--- config.mk ---
export PLATFORM = sky130hd
export DESIGN_NAME = async_serial_receiver
export DESIGN_NICKNAME = d
export VERILOG_FILES = /design/src/rx_pkg.sv /design/src/async_serial_receiver.sv /design/src/rx_majority.sv
export SDC_FILE = /design/constraint.sdc
export NUM_CORES = 1
export LEC_CHECK = 0
export ABC_AREA = 1
export BUFFER_PORTS_ARGS = -buffer_cell sky130_fd_sc_hd__buf_2
export CAP_MARGIN = 20
export CORE_MARGIN = 1.5
export CORE_UTILIZATION = 55
export DETAILED_ROUTE_END_ITERATION = 8
export PLACE_DENSITY = 0.75
export SKIP_LAST_GASP = 1
export SYNTH_ARGS = -nofsm -noshare
export SYNTH_HDL_FRONTEND = slang
export SYNTH_SLANG_ARGS = --single-unit
--- constraint.sdc ---
create_clock -name ref_clk -period 5.1 [get_ports ref_clk]
set_input_delay 0.765 -clock ref_clk [delete_from_list [all_inputs] [get_ports ref_clk]]
set_output_delay 0.765 -clock ref_clk [all_outputs]
set_load 0.01 [all_outputs]
--- src/rx_pkg.sv ---
// Package for the asynchronous serial receiver: offsets, field positions, timing
package rx_pkg;
   // Register indices, as printed
   localparam logic [7:0] RX_DATA_ADDR   = 8'h24;
   localparam logic [7:0] RX_STATUS_ADDR = 8'h35;
   // Status register bit positions
   localparam int ST_NOISE   = 7;
   localparam int ST_FRAME   = 6;
   localparam int ST_FULL    = 5;
   localparam int ST_OVERRUN = 4;
   localparam int ST_NINTH   = 2;
   // Reset values
   localparam logic [7:0] STATUS_RESET = 8'h00;
   localparam logic [7:0] DATA_RESET   = 8'h00;
   // Oversampling: last tick of a bit, majority sample points, idle highs before start, break and data bit counts
   localparam logic [3:0] TICKS_LAST   = 4'hF;
   localparam logic [3:0] SAMPLE_A     = 4'h7;
   localparam logic [3:0] SAMPLE_B     = 4'h8;
   localparam logic [3:0] SAMPLE_C     = 4'h9;
   localparam logic [1:0] IDLE_HIGHS   = 2'h3;
   localparam logic [3:0] BREAK_BITS   = 4'hA;
   localparam logic [3:0] DATA_BITS_8  = 4'h8;
   // Default oversampling divider: 250 MHz / (16 * 115200) rounded
   localparam logic [11:0] PRESC_DEFAULT = 12'h088;
   // Frame formats
   typedef enum logic [1:0] {
      FMT_8N1 = 2'b00,
      FMT_8N2 = 2'b01,
      FMT_8P1 = 2'b10,
      FMT_9N1 = 2'b11
   } frame_fmt_t;
endpackage : rx_pkg

--- src/async_serial_receiver.sv ---
`timescale 1ns/1ps
// Receive side of an asynchronous serial interface with holding buffer and status register
module async_serial_receiver (
   input  wire logic        ref_clk,        // 250 MHz master clock
   input  wire logic        sys_rst,        // Asynchronous reset, active high
   input  wire logic        rx_line,        // Serial input, synchronous to ref_clk
   input  wire logic [1:0]  frame_format,   // Frame format select
   input  wire logic        parity_odd,     // 1 = odd parity, 0 = even
   input  wire logic [11:0] presc,          // Oversampling divider, zero counts as one
   input  wire logic        reg_rd,         // Register read strobe
   input  wire logic [7:0]  reg_addr,       // Register index
   output logic      [7:0]  reg_rdata,      // Read data, registered
   output logic             line_break_irq  // One-cycle line break request
);
   // Receiver states
   typedef enum logic [2:0] {
      S_IDLE   = 3'b000,
      S_START  = 3'b001,
      S_DATA   = 3'b010,
      S_EXTRA  = 3'b011,
      S_STOP   = 3'b100,
      S_STOP2  = 3'b101
   } rx_state_t;

   rx_state_t   state_q;        // Recovery state
   logic [11:0] div_q;          // Oversampling divider count
   logic        tick_q;         // One-cycle 16x enable
   logic [3:0]  phase_q;        // Position inside a bit, 0..15
   logic [1:0]  highs_q;        // Consecutive idle high samples
   logic [2:0]  smp_q;          // Three middle samples
   logic [3:0]  bitn_q;         // Data bits taken
   logic [8:0]  shift_q;        // Assembled character
   logic        noise_acc_q;    // Noise seen in this character
   logic        frame_acc_q;    // Frame error seen in this character
   logic        done_q;         // Character complete pulse
   logic [3:0]  low_bits_q;     // Consecutive bit periods voted low
   logic        bit_v;          // Voted bit value
   logic        bit_noisy;      // Vote disagreement
   logic        bit_end;        // Last tick of a bit period
   logic [7:0]  rx_holding_buffer_q; // Character seen by the core
   logic        ninth_rx_bit_q;      // Ninth bit of held character
   logic        rx_full_flag_q;      // Holding buffer full
   logic        overrun_flag_q;      // New character hit unread buffer
   logic        noise_error_flag_q;  // Noise on loaded character
   logic        frame_error_flag_q;  // Frame error on loaded character
   logic        data_rd;             // Core reads data register

   // Majority vote over the middle three samples
   rx_majority u_vote (
      .samples   (smp_q),
      .bit_value (bit_v),
      .noisy     (bit_noisy)
   );

   // Last tick of a bit period: the vote is complete and the state steps here
   assign bit_end = tick_q && (phase_q == rx_pkg::TICKS_LAST);
   // Only a data register read has a side effect; status reads are free
   assign data_rd = reg_rd && (reg_addr == rx_pkg::RX_DATA_ADDR);

   // 16x oversampling enable from the master clock
   always_ff @(posedge ref_clk or posedge sys_rst) begin
      if (sys_rst) begin
         div_q  <= 12'h000;
         tick_q <= 1'b0;
      // Zero and one both tick every cycle, so no divider value stalls the receiver
      end else if (div_q + 12'h001 >= presc) begin
         div_q  <= 12'h000;
         tick_q <= 1'b1;
      end else begin
         div_q  <= div_q + 12'h001;
         tick_q <= 1'b0;
      end
   end

   // Middle samples collected for the vote; line sampled only on ticks
   always_ff @(posedge ref_clk or posedge sys_rst) begin
      if (sys_rst) begin
         smp_q <= 3'h0;
      end else if (tick_q) begin
         // Taken mid bit, away from the edges where a slow line is uncertain
         if (phase_q == rx_pkg::SAMPLE_A) begin
            smp_q[0] <= rx_line;
         end
         if (phase_q == rx_pkg::SAMPLE_B) begin
            smp_q[1] <= rx_line;
         end
         if (phase_q == rx_pkg::SAMPLE_C) begin
            smp_q[2] <= rx_line;
         end
      end
   end

   // Recovery state machine on the 16x enable
   always_ff @(posedge ref_clk or posedge sys_rst) begin
      if (sys_rst) begin
         state_q     <= S_IDLE;
         phase_q     <= 4'h0;
         highs_q     <= 2'h0;
         bitn_q      <= 4'h0;
         shift_q     <= 9'h000;
         noise_acc_q <= 1'b0;
         frame_acc_q <= 1'b0;
         done_q      <= 1'b0;
      end else begin
         done_q <= 1'b0;
         if (tick_q) begin
            phase_q <= phase_q + 4'h1;
            case (state_q)
               S_IDLE: begin
                  // Detection tick counts as phase zero of the start bit; the next tick is phase one
                  phase_q <= 4'h1;
                  // Low after three highs starts a frame; glitches alone cannot
                  if (!rx_line && highs_q == rx_pkg::IDLE_HIGHS) begin
                     state_q     <= S_START;
                     noise_acc_q <= 1'b0;
                     frame_acc_q <= 1'b0;
                     bitn_q      <= 4'h0;
                     highs_q     <= 2'h0;
                  end else if (rx_line && highs_q != rx_pkg::IDLE_HIGHS) begin
                     // Count highs up to three, then saturate
                     highs_q <= highs_q + 2'h1;
                  end else if (!rx_line) begin
                     // A low before three highs restarts the count
                     highs_q <= 2'h0;
                  end
               end
               S_START: begin
                  if (bit_end) begin
                     noise_acc_q <= bit_noisy;
                     // A start that votes high was a glitch: back to idle
                     state_q     <= bit_v ? S_IDLE : S_DATA;
                  end
               end
               S_DATA: begin
                  if (bit_end) begin
                     // LSB first: each bit enters at the top and walks down
                     shift_q     <= {1'b0, bit_v, shift_q[7:1]};
                     noise_acc_q <= noise_acc_q | bit_noisy;
                     bitn_q      <= bitn_q + 4'h1;
                     // Eighth data bit: an extra bit follows only in the parity and nine-bit formats
                     if (bitn_q == rx_pkg::DATA_BITS_8 - 4'h1) begin
                        state_q <= (frame_format == rx_pkg::FMT_8P1 || frame_format == rx_pkg::FMT_9N1)
                                   ? S_EXTRA : S_STOP;
                     end
                  end
               end
               S_EXTRA: begin
                  if (bit_end) begin
                     noise_acc_q <= noise_acc_q | bit_noisy;
                     // Parity or ninth data bit waits in the top of the shift register
                     shift_q[8]  <= bit_v;
                     // Parity bit: total ones plus odd select must be even
                     if (frame_format == rx_pkg::FMT_8P1 && ((^shift_q[7:0]) ^ bit_v ^ parity_odd)) begin
                        frame_acc_q <= 1'b1;
                     end
                     state_q <= S_STOP;
                  end
               end
               S_STOP: begin
                  if (bit_end) begin
                     // A low stop is flagged, yet the character is still delivered
                     noise_acc_q <= noise_acc_q | bit_noisy;
                     if (!bit_v) begin
                        frame_acc_q <= 1'b1;
                     end
                     if (frame_format == rx_pkg::FMT_8N2) begin
                        state_q <= S_STOP2;
                     end else begin
                        state_q <= S_IDLE;
                        done_q  <= 1'b1;
                     end
                  end
               end
               S_STOP2: begin
                  if (bit_end) begin
                     // Second stop bit of the two-stop format, checked like the first
                     noise_acc_q <= noise_acc_q | bit_noisy;
                     if (!bit_v) begin
                        frame_acc_q <= 1'b1;
                     end
                     state_q <= S_IDLE;
                     done_q  <= 1'b1;
                  end
               end
               default: begin
                  // Unused state codes fall back to idle
                  state_q <= S_IDLE;
               end
            endcase
         end
      end
   end

   // Line break: count bit periods voted low, one request at the tenth
   always_ff @(posedge ref_clk or posedge sys_rst) begin
      if (sys_rst) begin
         low_bits_q     <= 4'h0;
         line_break_irq <= 1'b0;
      end else begin
         line_break_irq <= 1'b0;
         if (bit_end && state_q != S_IDLE) begin
            if (bit_v) begin
               // Any high bit breaks the run
               low_bits_q <= 4'h0;
            end else if (low_bits_q != rx_pkg::BREAK_BITS) begin
               // Held at ten, so a long break raises one request only
               low_bits_q <= low_bits_q + 4'h1;
               if (low_bits_q == rx_pkg::BREAK_BITS - 4'h1) begin
                  line_break_irq <= 1'b1;
               end
            end
         end else if (state_q == S_IDLE && tick_q && rx_line) begin
            // A stalled low line in idle keeps the count; a high clears it
            low_bits_q <= 4'h0;
         end
      end
   end

   // Holding buffer load; an overrun keeps the unread character
   always_ff @(posedge ref_clk or posedge sys_rst) begin
      if (sys_rst) begin
         rx_holding_buffer_q <= rx_pkg::DATA_RESET;
         ninth_rx_bit_q      <= 1'b0;
         noise_error_flag_q  <= 1'b0;
         frame_error_flag_q  <= 1'b0;
      end else if (done_q && (!rx_full_flag_q || data_rd)) begin
         // A read in the same cycle frees the buffer for the new character
         rx_holding_buffer_q <= shift_q[7:0];
         ninth_rx_bit_q      <= (frame_format == rx_pkg::FMT_9N1) ? shift_q[8] : 1'b0;
         // Error flags follow each loaded character; they are not sticky
         noise_error_flag_q  <= noise_acc_q;
         frame_error_flag_q  <= frame_acc_q;
      end
   end

   // Full flag: set on load wins over the clearing read
   always_ff @(posedge ref_clk or posedge sys_rst) begin
      if (sys_rst) begin
         rx_full_flag_q <= 1'b0;
      end else if (done_q) begin
         // A load in the clearing cycle leaves the buffer full
         rx_full_flag_q <= 1'b1;
      end else if (data_rd) begin
         rx_full_flag_q <= 1'b0;
      end
   end

   // Overrun: sticky until the data register is read; a read in the completing cycle prevents one
   always_ff @(posedge ref_clk or posedge sys_rst) begin
      if (sys_rst) begin
         overrun_flag_q <= 1'b0;
      end else if (done_q && rx_full_flag_q && !data_rd) begin
         // Buffer still unread when a new character completes
         overrun_flag_q <= 1'b1;
      end else if (data_rd) begin
         overrun_flag_q <= 1'b0;
      end
   end

   // Registered read port; unmapped indices read zero
   always_ff @(posedge ref_clk or posedge sys_rst) begin
      if (sys_rst) begin
         reg_rdata <= rx_pkg::STATUS_RESET;
      end else if (reg_rd) begin
         case (reg_addr)
            rx_pkg::RX_DATA_ADDR: begin
               reg_rdata <= rx_holding_buffer_q;
            end
            rx_pkg::RX_STATUS_ADDR: begin
               // Bits 3, 1 and 0 are unused and read zero
               reg_rdata <= 8'h00;
               reg_rdata[rx_pkg::ST_NOISE]   <= noise_error_flag_q;
               reg_rdata[rx_pkg::ST_FRAME]   <= frame_error_flag_q;
               reg_rdata[rx_pkg::ST_FULL]    <= rx_full_flag_q;
               reg_rdata[rx_pkg::ST_OVERRUN] <= overrun_flag_q;
               reg_rdata[rx_pkg::ST_NINTH]   <= ninth_rx_bit_q;
            end
            default: begin
               reg_rdata <= 8'h00;
            end
         endcase
      end
   end
endmodule : async_serial_receiver

--- src/rx_majority.sv ---
`timescale 1ns/1ps
// Three-sample majority vote with disagreement flag
module rx_majority (
   input  wire logic [2:0] samples,   // Three samples of one bit
   output logic            bit_value, // Majority value
   output logic            noisy      // Samples disagree
);
   // Majority and disagreement, purely combinational
   always_comb begin
      bit_value = (samples[0] & samples[1]) | (samples[1] & samples[2]) | (samples[0] & samples[2]);
      noisy     = ~((&samples) | ~(|samples));
   end
endmodule : rx_majority

==> summary.txt, run 1 <==
Critical path
  • Worst setup EP type: flip-flop
  • WP buf/inv: 1
  • CP Depth: 15
  • Worst Setup Path Type: reg2reg
  • WP data arrival: 3.13 ns
  • FF-to-FF End: div_q[1]
  • Worst-path fanout max: 13
  • Worst reg-to-reg path cell count: 15
  • Worst-path cell chain: ha_1 -> nand2_1 -> nor2_1 -> nand2_1 -> nor2_1 -> nand2_1 -> nor3_1 -> xor2_1 -> inv_1 -> ha_1 -> nand2_1 -> nor2_1 -> a211oi_1 -> nand4_1 -> nor2_1
  • Required time of the critical path: 5.36 ns
  • FF-to-FF Start: div_q[0]
  • Top Family by Delay on Critical Path: simple AND/OR/NAND/NOR gates
  • CP max-delay cell: nand4_1
  • Worst stage delay on the critical path: 0.44 ns
  • Startpoint types: flip-flop
  • Worst reg2reg setup slack: 2.23 ns

Drt
  • Residual DRC count: 0
  • Routed WL: 6530 um
  • Initial DRC count: 102
  • ANT nets after route: 0
  • Drt first pass iters: 4
  • WL/cell: 11.2 um
  • DR vias/cell: 5.01
  • Vias: 2910

Power
  • Leakage Power: 2.23 nW
  • Max VDD drop: 0.181 mV
  • Pwr dens: 306 nW/um^2

Synthesis
  • Yosys reg bits: 67
  • Syn Inst Count: 456
  • Syn Nets: 504
  • Seq/Total Area, Yosys: 44.6%
  • Syn Area/Cell: 8.25 um^2
  • Post-synthesis cell area: 3760 um^2
  • Yosys Warn Count: 0
  • Synth unique cells: 44

CTS
  • Clock Path Buffers: 2
  • CTS tree: done
  • Worst-Skew Late Latency: 0.35 ns
  • Clock sinks: 67
  • Worst-path clk slew: 0.08 ns
  • Hold Buf Count CTS: 0
  • CTS H-tree depth: 3
  • Post-CTS resize count: 0
  • Clock Root Buffer: clkbuf_8
  • TritonCTS Buffers: 9
  • Setup bufs post-CTS: 0

Status
  • Status: complete, no violations

Place
  • RD Place Congestion: 0.921
  • Placed Cells: 565
  • Hpwl dp: 5000 um
  • Port Buf Inserts: 35

Finish
  • Area occupied by multi-input gates: 1740 um^2
  • Nets: 547
  • # diodes: 0
  • # fillers: 539
  • Reg area: 1680 um^2
  • Final Non-Filler Cells: 581
  • Final core utilization: 64.4%
  • Layout cells sized above 1: 17.1%
  • Area Growth Syn to Fin: 11.3%

Floorplanning
  • Die Wd: 85.7 um
  • Core area: 6490 um^2
  • IO Pins: 36
  • Die Ht: 85.7 um
  • Initial Util: 57.9%
  • Die ar.: 7340 um^2
  • Cell Rows: 29

Timing
  • Max-Slew Margin vs Limit: 46.5%
  • Final Hold Fails: 0
  • Setup total negative slack: 0 ns
  • Pin slew with the least headroom to its limit: 0.802 ns
  • Post-route minimum period: 2.87 ns
  • Clock skew: 0.00971 ns
  • Final hold slack: 0.474 ns
  • Final slew viol count: 0
  • Max Freq: 348 MHz
  • Final setup fails: 0
  • Final period utilization: 56.3%
  • RSZ-0062 raised after global routing: false

GRT
  • Largest net degree at the start of global routing: 68
  • Vias in the first global route: 2886
  • Total track usage: 20.2%
  • First-pass GRT wire length: 11900 um
  • Initial antenna violation count: 0
  • Total gr overflow: 0

Hold path
  • Worst hold start: noise_acc_q
  • Worst hold endpoint: noise_error_flag_q
  • Worst hold path type: reg2reg
  • Hold depth: 2

Run
  • Maxcap violations: 0
[cell usage after synthesis (all sizes together)]
| library cell | instances | area share, % |
|---|---|---|
| nand2 | 126 | 14 |
| inv | 81 | 8.1 |
| dfrtp | 67 | 45 |
| o21ai | 36 | 5.0 |
| nor2 | 31 | 4.3 |
| nand3 | 24 | 3.7 |
| ha | 21 | 7.0 |
| a21oi | 12 | 1.7 |
| nor3 | 10 | 1.6 |
| xor2 | 7 | 1.6 |
| nand4 | 5 | 1.0 |
| o31ai | 4 | 0.80 |
| xnor2 | 4 | 0.93 |
| a211oi | 3 | 0.73 |
| a22o | 3 | 0.70 |
| buf | 3 | 0.73 |
| nor4 | 3 | 0.90 |
| o211ai | 3 | 0.60 |
| and3 | 2 | 0.33 |
| o22ai | 2 | 0.33 |
| o41ai | 2 | 0.47 |
| a2111oi | 1 | 0.23 |
| a31oi | 1 | 0.17 |
| clkbuf | 1 | 0.10 |
| clkinv | 1 | 0.10 |
| mux2 | 1 | 0.30 |
| o21bai | 1 | 0.20 |
| or2 | 1 | 0.17 |
[cell families after synthesis]
family	count (synthesis)	synth area share, %
AOI/OAI and AO/OA	68	10.9
xor gates and xnor gates	11	2.56
adders and majority gates	21	6.99
buffers and inverters	86	9.02
DFF	67	44.6
muxes	1	0.299
and+or+nand+nor	202	25.6
[power breakdown]
group	internal (mW)	switching (mW)	leakage (nW)	total (mW)
Sequential	0.582	0.0416	0.861	0.624
Clock	0.179	0.210	0.0935	0.390
Combinational	0.107	0.162	1.28	0.269
[sequential cells by signal, summed over array words and instances (netlist names)]
signal and flops:
phase_q 4, ninth_rx_bit_q 1, bitn_q 4, rx_full_flag_q 1, state_q 3, line_break_irq 1
reg_rdata 8, low_bits_q 4, highs_q 2, smp_q 3, shift_q 9, frame_acc_q 1
rx_holding_buffer_q 8, frame_error_flag_q 1, done_q 1, noise_error_flag_q 1, tick_q 1, overrun_flag_q 1
noise_acc_q 1, div_q 12
[through the flow]
step	setup WS [ns]	area [um^2]	total power, mW
final	2.23	4190	1.28
after detailed placement	2.23	4010	0.907
after global placement	2.30	4010	0.891
after floorplan	2.57	3760	0.837
after CTS	2.20	4190	1.30
after global routing	1.79	4190	1.38
[placed cells by master, fill, tap and decap left out, drive strengths merged]
cell type / instances
clkinv: 7
nor2: 31
xor2: 7
a2111oi: 1
nand3: 24
a21oi: 12
or2: 1
nor4: 3
ha: 21
and3: 2
o31ai: 4
nor3: 10
o41ai: 2
dfrtp: 67
buf: 36
mux2: 1
nand2: 126
o21bai: 1
clkbuf: 9
a31oi: 1
a211oi: 3
o21ai: 36
a22o: 3
nand4: 5
inv: 82
o211ai: 3
xnor2: 4
o22ai: 2
[routing by layer]
metal  routed length [um]  up-vias  GRT usage (%)
li1                     -     1550              -
met1                 3030     1318           24.5
met2                 3200       38           36.0
met3                  232        4           5.20
met4                   63        0           5.28
met5                    0        -              0
[worst min-delay path: cells and delay by family (launching register included)]
family,cells,cell delay (ns)
simple gates,2,0.10
flops,1,0.35
[how the worst max path moves through the flow]
stage,start,endpoint
2_1_floorplan,div_q[0],div_q[10]
3_3_place_gp,div_q[0],tick_q
3_5_place_dp,div_q[0],div_q[4]
4_1_cts,div_q[0],div_q[4]
5_1_grt,div_q[0],div_q[5]
6_report,div_q[0],div_q[1]
[layout make-up]
type | instances | share of cell area [%]
Sequential cell | 67 | 40.1
Tap cell | 77 | 2.30
Clock buffer | 9 | 2.96
Timing Repair Buffer | 36 | 4.36
Clock inverter | 7 | 1.29
Multi-Input combinational cell | 303 | 41.7
Inverter | 82 | 7.35
(Power assumes the default switching activity.)
==> inputs of run 2 (changes only) <==
- CORE_UTILIZATION: 55 -> 54
- PLACE_DENSITY: 0.75 -> 0.77
- clock period: 5.1 -> 2.42 ns (I/O delays scaled with it)
==> summary.txt, run 2 (synthesis results as in run 1) <==
Status
  • Status: complete, but fails checks
  • Failing checks: negative setup slack

CTS
  • Hold Buf Count CTS: 0
  • CTS tree: done
  • Worst-path clk slew: 0.08 ns
  • Clock Path Buffers: 2
  • Clock Root Buffer: clkbuf_8
  • Clock sinks: 67
  • TritonCTS Buffers: 9
  • CTS H-tree depth: 3
  • Worst-Skew Late Latency: 0.34 ns

Timing
  • Final Hold Fails: 0
  • Final slew viol count: 0
  • Final period utilization: 104%
  • Post-route minimum period: 2.53 ns
  • Pin slew with the least headroom to its limit: 0.544 ns
  • Max-Slew Margin vs Limit: 62.8%
  • Max Freq: 396 MHz
  • Clock skew: 0.00965 ns
  • RSZ-0062 raised after global routing: true
  • Final setup fails: 13
  • Fin worst setup slack: -0.106 ns

Finish
  • Most frequent cells in the layout: 115 x nand2_1, 74 x inv_1, 67 x dfrtp_1
  • Area Growth Syn to Fin: 16.8%
  • Layout cells sized above 1: 20.5%
  • # diodes: 0
  • Area occupied by multi-input gates: 1790 um^2
  • Design area: 4390 um^2
  • # fillers: 552
  • Reg area: 1680 um^2
  • Regs by FF count: div_q (12), shift_q (9)
  • Commonest non-fill, non-tap cell in the layout: nand2_1
  • Nets: 555
  • Max reg flops: 12
  • Most flops, register: div_q

Power
  • Pwr dens: 717 nW/um^2
  • Leakage Power: 2.32 nW
  • Max VDD drop: 0.469 mV

Critical path
  • Worst Setup Path Type: reg2reg
  • Startpoint types: flip-flop
  • FF-to-FF Start: div_q[0]
  • WP data arrival: 2.76 ns
  • Worst setup EP type: flip-flop
  • Worst-path fanout max: 6
  • Worst reg2reg setup slack: -0.11 ns
  • Required time of the critical path: 2.65 ns
  • FF-to-FF End: div_q[0]
  • Worst reg-to-reg path cell count: 16

Floorplanning
  • Core area: 6760 um^2
  • Die Wd: 86.4 um
  • Die ar.: 7470 um^2
  • Die Ht: 86.4 um
  • Initial Util: 55.6%
  • Cell Rows: 30
  • IO Pins: 36

Drt
  • DR vias/cell: 5.17
  • Routed WL: 7030 um
  • Initial DRC count: 142
  • ANT nets after route: 0
  • Residual DRC count: 0
  • Vias: 3057
  • WL/cell: 11.9 um
  • Drt first pass iters: 4

GRT
  • Largest net degree at the start of global routing: 68
  • Vias in the first global route: 3008
  • Total track usage: 20.9%
  • Total gr overflow: 0
  • First-pass GRT wire length: 12300 um
  • Initial antenna violation count: 0

Place
  • Pre-CTS setup slack: -0.126 ns
  • Port Buf Inserts: 35
  • RD Place Congestion: 0.819
  • Placed cell area: 4070 um^2
  • Hpwl dp: 5260 um

Hold path
  • Worst hold path type: in2async

Run
  • Maxcap violations: 0
run 2: changes by cell type in the layout (fill, tap and decap cells not counted), moves of 3 or more:
cell       delta
buf_4         +5
bufinv_16     +4
clkinv_4      -3
nand2_1       -3
nand2_2       +3
nor2_1        -6
nor2_2        +4
run 2: worst max path at each step:
| stage | end | from |
|---|---|---|
| floorplan | div_q[10] | div_q[0] |
| global placement | div_q[9] | div_q[0] |
| detailed placement | div_q[4] | div_q[0] |
| CTS | div_q[5] | div_q[0] |
| global route | div_q[3] | div_q[0] |
| finish | div_q[0] | div_q[0] |
run 2: area by class of cell:
type | count | share of cell area, %
Clock buffer | 9 | 2.82
Clock inverter | 6 | 3.13
Inverter | 82 | 7.01
Multi-Input combinational cell | 303 | 40.7
Sequential cell | 67 | 38.2
Tap cell | 80 | 2.28
Timing Repair Buffer | 44 | 5.84
run 2: repair_timing:
| item | 4_1_cts | 5_1_grt |
|---|---|---|
| pin swaps | 2 | 3 |
| cloned | 0 | 1 |
| buffers inserted | 1 | 1 |
| gates resized for setup | 3 | 10 |
| endpoints found under the setup margin | 13 | 13 |
run 2: metrics by stage:
stage	util, %	setup TNS [ns]	hold WS, ns	power (mW)	instances
2_1_floorplan	-	0	0.442	1.77	456
3_3_place_gp	60.2	0	0.458	1.91	573
3_5_place_dp	60.2	-1.49	0.463	1.94	573
4_1_cts	64.3	-0.593	0.0828	3.16	589
5_1_grt	65.0	-3.71	0.0992	3.35	591
6_report	65.0	-0.943	0.0672	3.15	591
run 2: metal layers:
layer	global-route usage, %	routed length [um]	up-vias
met5	0	0	-
met4	6.01	99	0
met3	6.38	252	11
met2	37.0	3500	58
met1	24.5	3180	1417
li1	-	-	1571
run 2: where the power goes:
group / internal (mW) / total (mW) / switching, mW / leakage [nW]
Sequential: 1.23 / 1.32 / 0.0919 / 0.861
Combinational: 0.259 / 0.624 / 0.365 / 1.33
Clock: 0.788 / 1.21 / 0.419 / 0.130
Total: 2.27 / 3.15 / 0.876 / 2.32
run 2: critical path: stages, from the launching register on:
cell,delay [ns]
dfrtp_1,0.37
ha_2,0.19
nand2_2,0.05
nor2_2,0.11
nand2_1,0.09
nor2_2,0.12
nand2_2,0.07
nor3_2,0.13
xor2_1,0.23
inv_1,0.07
ha_1,0.28
nand2_2,0.08
nor2_4,0.14
nand3_1,0.09
nand4_1,0.16
buf_2,0.20
nor2_1,0.05
==> inputs of run 3 (changes only) <==
- ABC_AREA: 1 -> 0
==> summary.txt, run 3 <==
Finish
  • # diodes: 0
  • Final core utilization: 63.4%
  • Commonest non-fill, non-tap cell in the layout: dfrtp_1
  • Most flops, register: div_q
  • Nets: 453
  • Max reg flops: 12
  • Layout cells sized above 1: 23.4%
  • Area Growth Syn to Fin: 14.1%
  • Regs by FF count: div_q (12), shift_q (9)
  • Most frequent cells in the layout: 67 x dfrtp_1, 35 x buf_2, 34 x nand2_1

GRT
  • Initial antenna violation count: 0
  • First-pass GRT wire length: 12600 um
  • Largest net degree at the start of global routing: 41
  • Vias in the first global route: 2717
  • Total gr overflow: 0
  • Total track usage: 21.6%

Drt
  • ANT nets after route: 0
  • Routed WL: 7230 um
  • Initial DRC count: 169
  • DR vias/cell: 5.68
  • Vias: 2785
  • WL/cell: 14.7 um
  • Drt first pass iters: 4
  • Residual DRC count: 0

Synthesis
  • Post-synth top cells: 67 x dfrtp_1, 34 x nand2_1, 30 x inv_1
  • Most common cell in the synthesized netlist: dfrtp_1
  • Top FF cell, synth: dfrtp_1
  • FFs w/ async S/R, synth: 100%
  • Post-synthesis cell area: 3730 um^2
  • Synth top area share: 44.9%
  • Synth top area cells: dfrtp_1 45%, ha_1 7.0%, mux2_2 4.2%, xnor2_1 4.2%, mux2_4 4.0%
  • Post-synth top area cell: dfrtp_1
  • Yosys reg bits: 67
  • Synth unique cells: 52
  • Syn Inst Count: 363
  • Syn Nets: 411
  • Syn Area/Cell: 10.3 um^2
  • Seq/Total Area, Yosys: 44.9%
  • Number of enable flip-flop cells after synthesis: 0
  • Yosys Warn Count: 0

Timing
  • Clock skew: 0.00880 ns
  • Post-route minimum period: 2.31 ns
  • Final Hold Fails: 0
  • Final period utilization: 95.4%
  • RSZ-0062 raised after global routing: true
  • Max-Slew Margin vs Limit: 59.7%
  • Pin slew with the least headroom to its limit: 0.603 ns
  • Final setup fails: 0
  • Max Freq: 433 MHz
  • Fin worst setup slack: 0.111 ns
  • Final slew viol count: 0

Run
  • Maxcap violations: 0

CTS
  • Worst-Skew Late Latency: 0.33 ns
  • Clock sinks: 67
  • Clock Root Buffer: clkbuf_8
  • Hold Buf Count CTS: 0
  • TritonCTS Buffers: 9
  • Clock Path Buffers: 2
  • CTS H-tree depth: 3
  • CTS tree: done
  • Worst-path clk slew: 0.07 ns

Critical path
  • Worst setup EP type: flip-flop
  • Worst reg2reg setup slack: 0.11 ns
  • Worst Setup Path Type: reg2reg
  • Required time of the critical path: 2.69 ns
  • WP data arrival: 2.58 ns
  • FF-to-FF Start: div_q[0]
  • Worst setup startpoint: div_q[0]
  • Worst-path fanout max: 7
  • Startpoint types: flip-flop

Status
  • Status: complete, no violations

Floorplanning
  • Cell Rows: 30
  • Die Ht: 86.1 um
  • Die Wd: 86.1 um
  • IO Pins: 36
  • Initial Util: 55.5%
  • Die ar.: 7420 um^2
  • Core area: 6720 um^2

Place
  • Pre-CTS setup slack: 0.0376 ns
  • Port Buf Inserts: 35
  • RD Place Congestion: 0.823
  • Hpwl dp: 5210 um

Hold path
  • Worst hold path type: in2async

Power
  • Leakage Power: 2.12 nW
  • Pwr dens: 719 nW/um^2
  • Max VDD drop: 0.339 mV
==> run 3: cell count changes after synthesis, moves of 10 or more <==
cell and change:
nand2_1 -84, inv_1 -45, xnor2_1 +14, mux2_4 +10, nand3_1 -13, mux2_2 +13
==> run 3: logic make-up (layout without fill, tap and decap cells) <==
logic type	after synthesis	after routing	share of synthesized area [%]
xor gates and xnor gates	22	22	5.53
DFF	67	67	44.9
buffers and inverters	45	92	5.00
AOI/OAI and AO/OA	77	77	13.8
and+or+nand+nor	105	105	14.9
adders and majority gates	22	22	7.34
muxes	25	25	8.51
==> run 3: final cells by class <==
class,instances,area (um^2)
clock inverters,5,77.6
fillers,538,2460
flip-flops and latches,67,1680
repair buffers,46,270
multi-input cells,251,1890
clock buffers,11,131
inverters,30,113
well taps,80,100
==> run 3: power by group <==
group	switching [mW]	leakage, nW	total (mW)	internal (mW)
logic	0.395	1.12	0.782	0.387
registers	0.0838	0.893	1.28	1.20
clock network	0.418	0.103	0.995	0.578
==> run 3: through the flow <==
| step | TNS, ns | power (mW) | hold WS [ns] | instances | cell area [um^2] |
|---|---|---|---|---|---|
| after floorplan | 0 | 1.77 | 0.442 | 363 | 3730 |
| after global placement | 0 | 1.92 | 0.458 | 469 | 3990 |
| after detailed placement | 0 | 1.97 | 0.477 | 469 | 3990 |
| after CTS | 0 | 2.96 | 0.120 | 485 | 4200 |
| after global routing | -0.0288 | 3.23 | 0.136 | 490 | 4260 |
| final | 0 | 3.06 | 0.0955 | 490 | 4260 |
==> run 3: critical path, cell delays in order (launching register included) <==
cell and delay, ns:
dfrtp_1 0.38, and2_4 0.18, nand4_1 0.16, xnor2_2 0.19, ha_1 0.31, a21o_1 0.18, a21o_1 0.19, a221oi_2 0.30
buf_4 0.21, o211a_1 0.14
==> run 3: metal layers <==
metal | wire [um] | share of wire, % | global-route usage, % | vias to the layer above
li1 | - | - | - | 1363
met1 | 3280 | 45 | 28.1 | 1352
met2 | 3650 | 50 | 36.9 | 62
met3 | 203 | 2.8 | 3.46 | 8
met4 | 95 | 1.3 | 7.33 | 0
met5 | 0 | 0 | 0 | -
==> run 3: what timing repair did <==
action                                  4_1_cts  5_1_grt
gates resized for setup                       0        6
endpoints found under the setup margin        0       13
buffers inserted                              0        5
hold endpoints to repair                      0        0
==> run 3: worst paths after layout <==
check                                     endpoint  depth (start not counted)
worst max-delay path                      div_q[6]                          9
worst min-delay path                      div_q[9]                          2
worst max register to register            div_q[6]                          9
worst min register to register          shift_q[8]                          2
max in group asynchronous       frame_error_flag_q                          3
min in group ref_clk                  reg_rdata[7]                          2
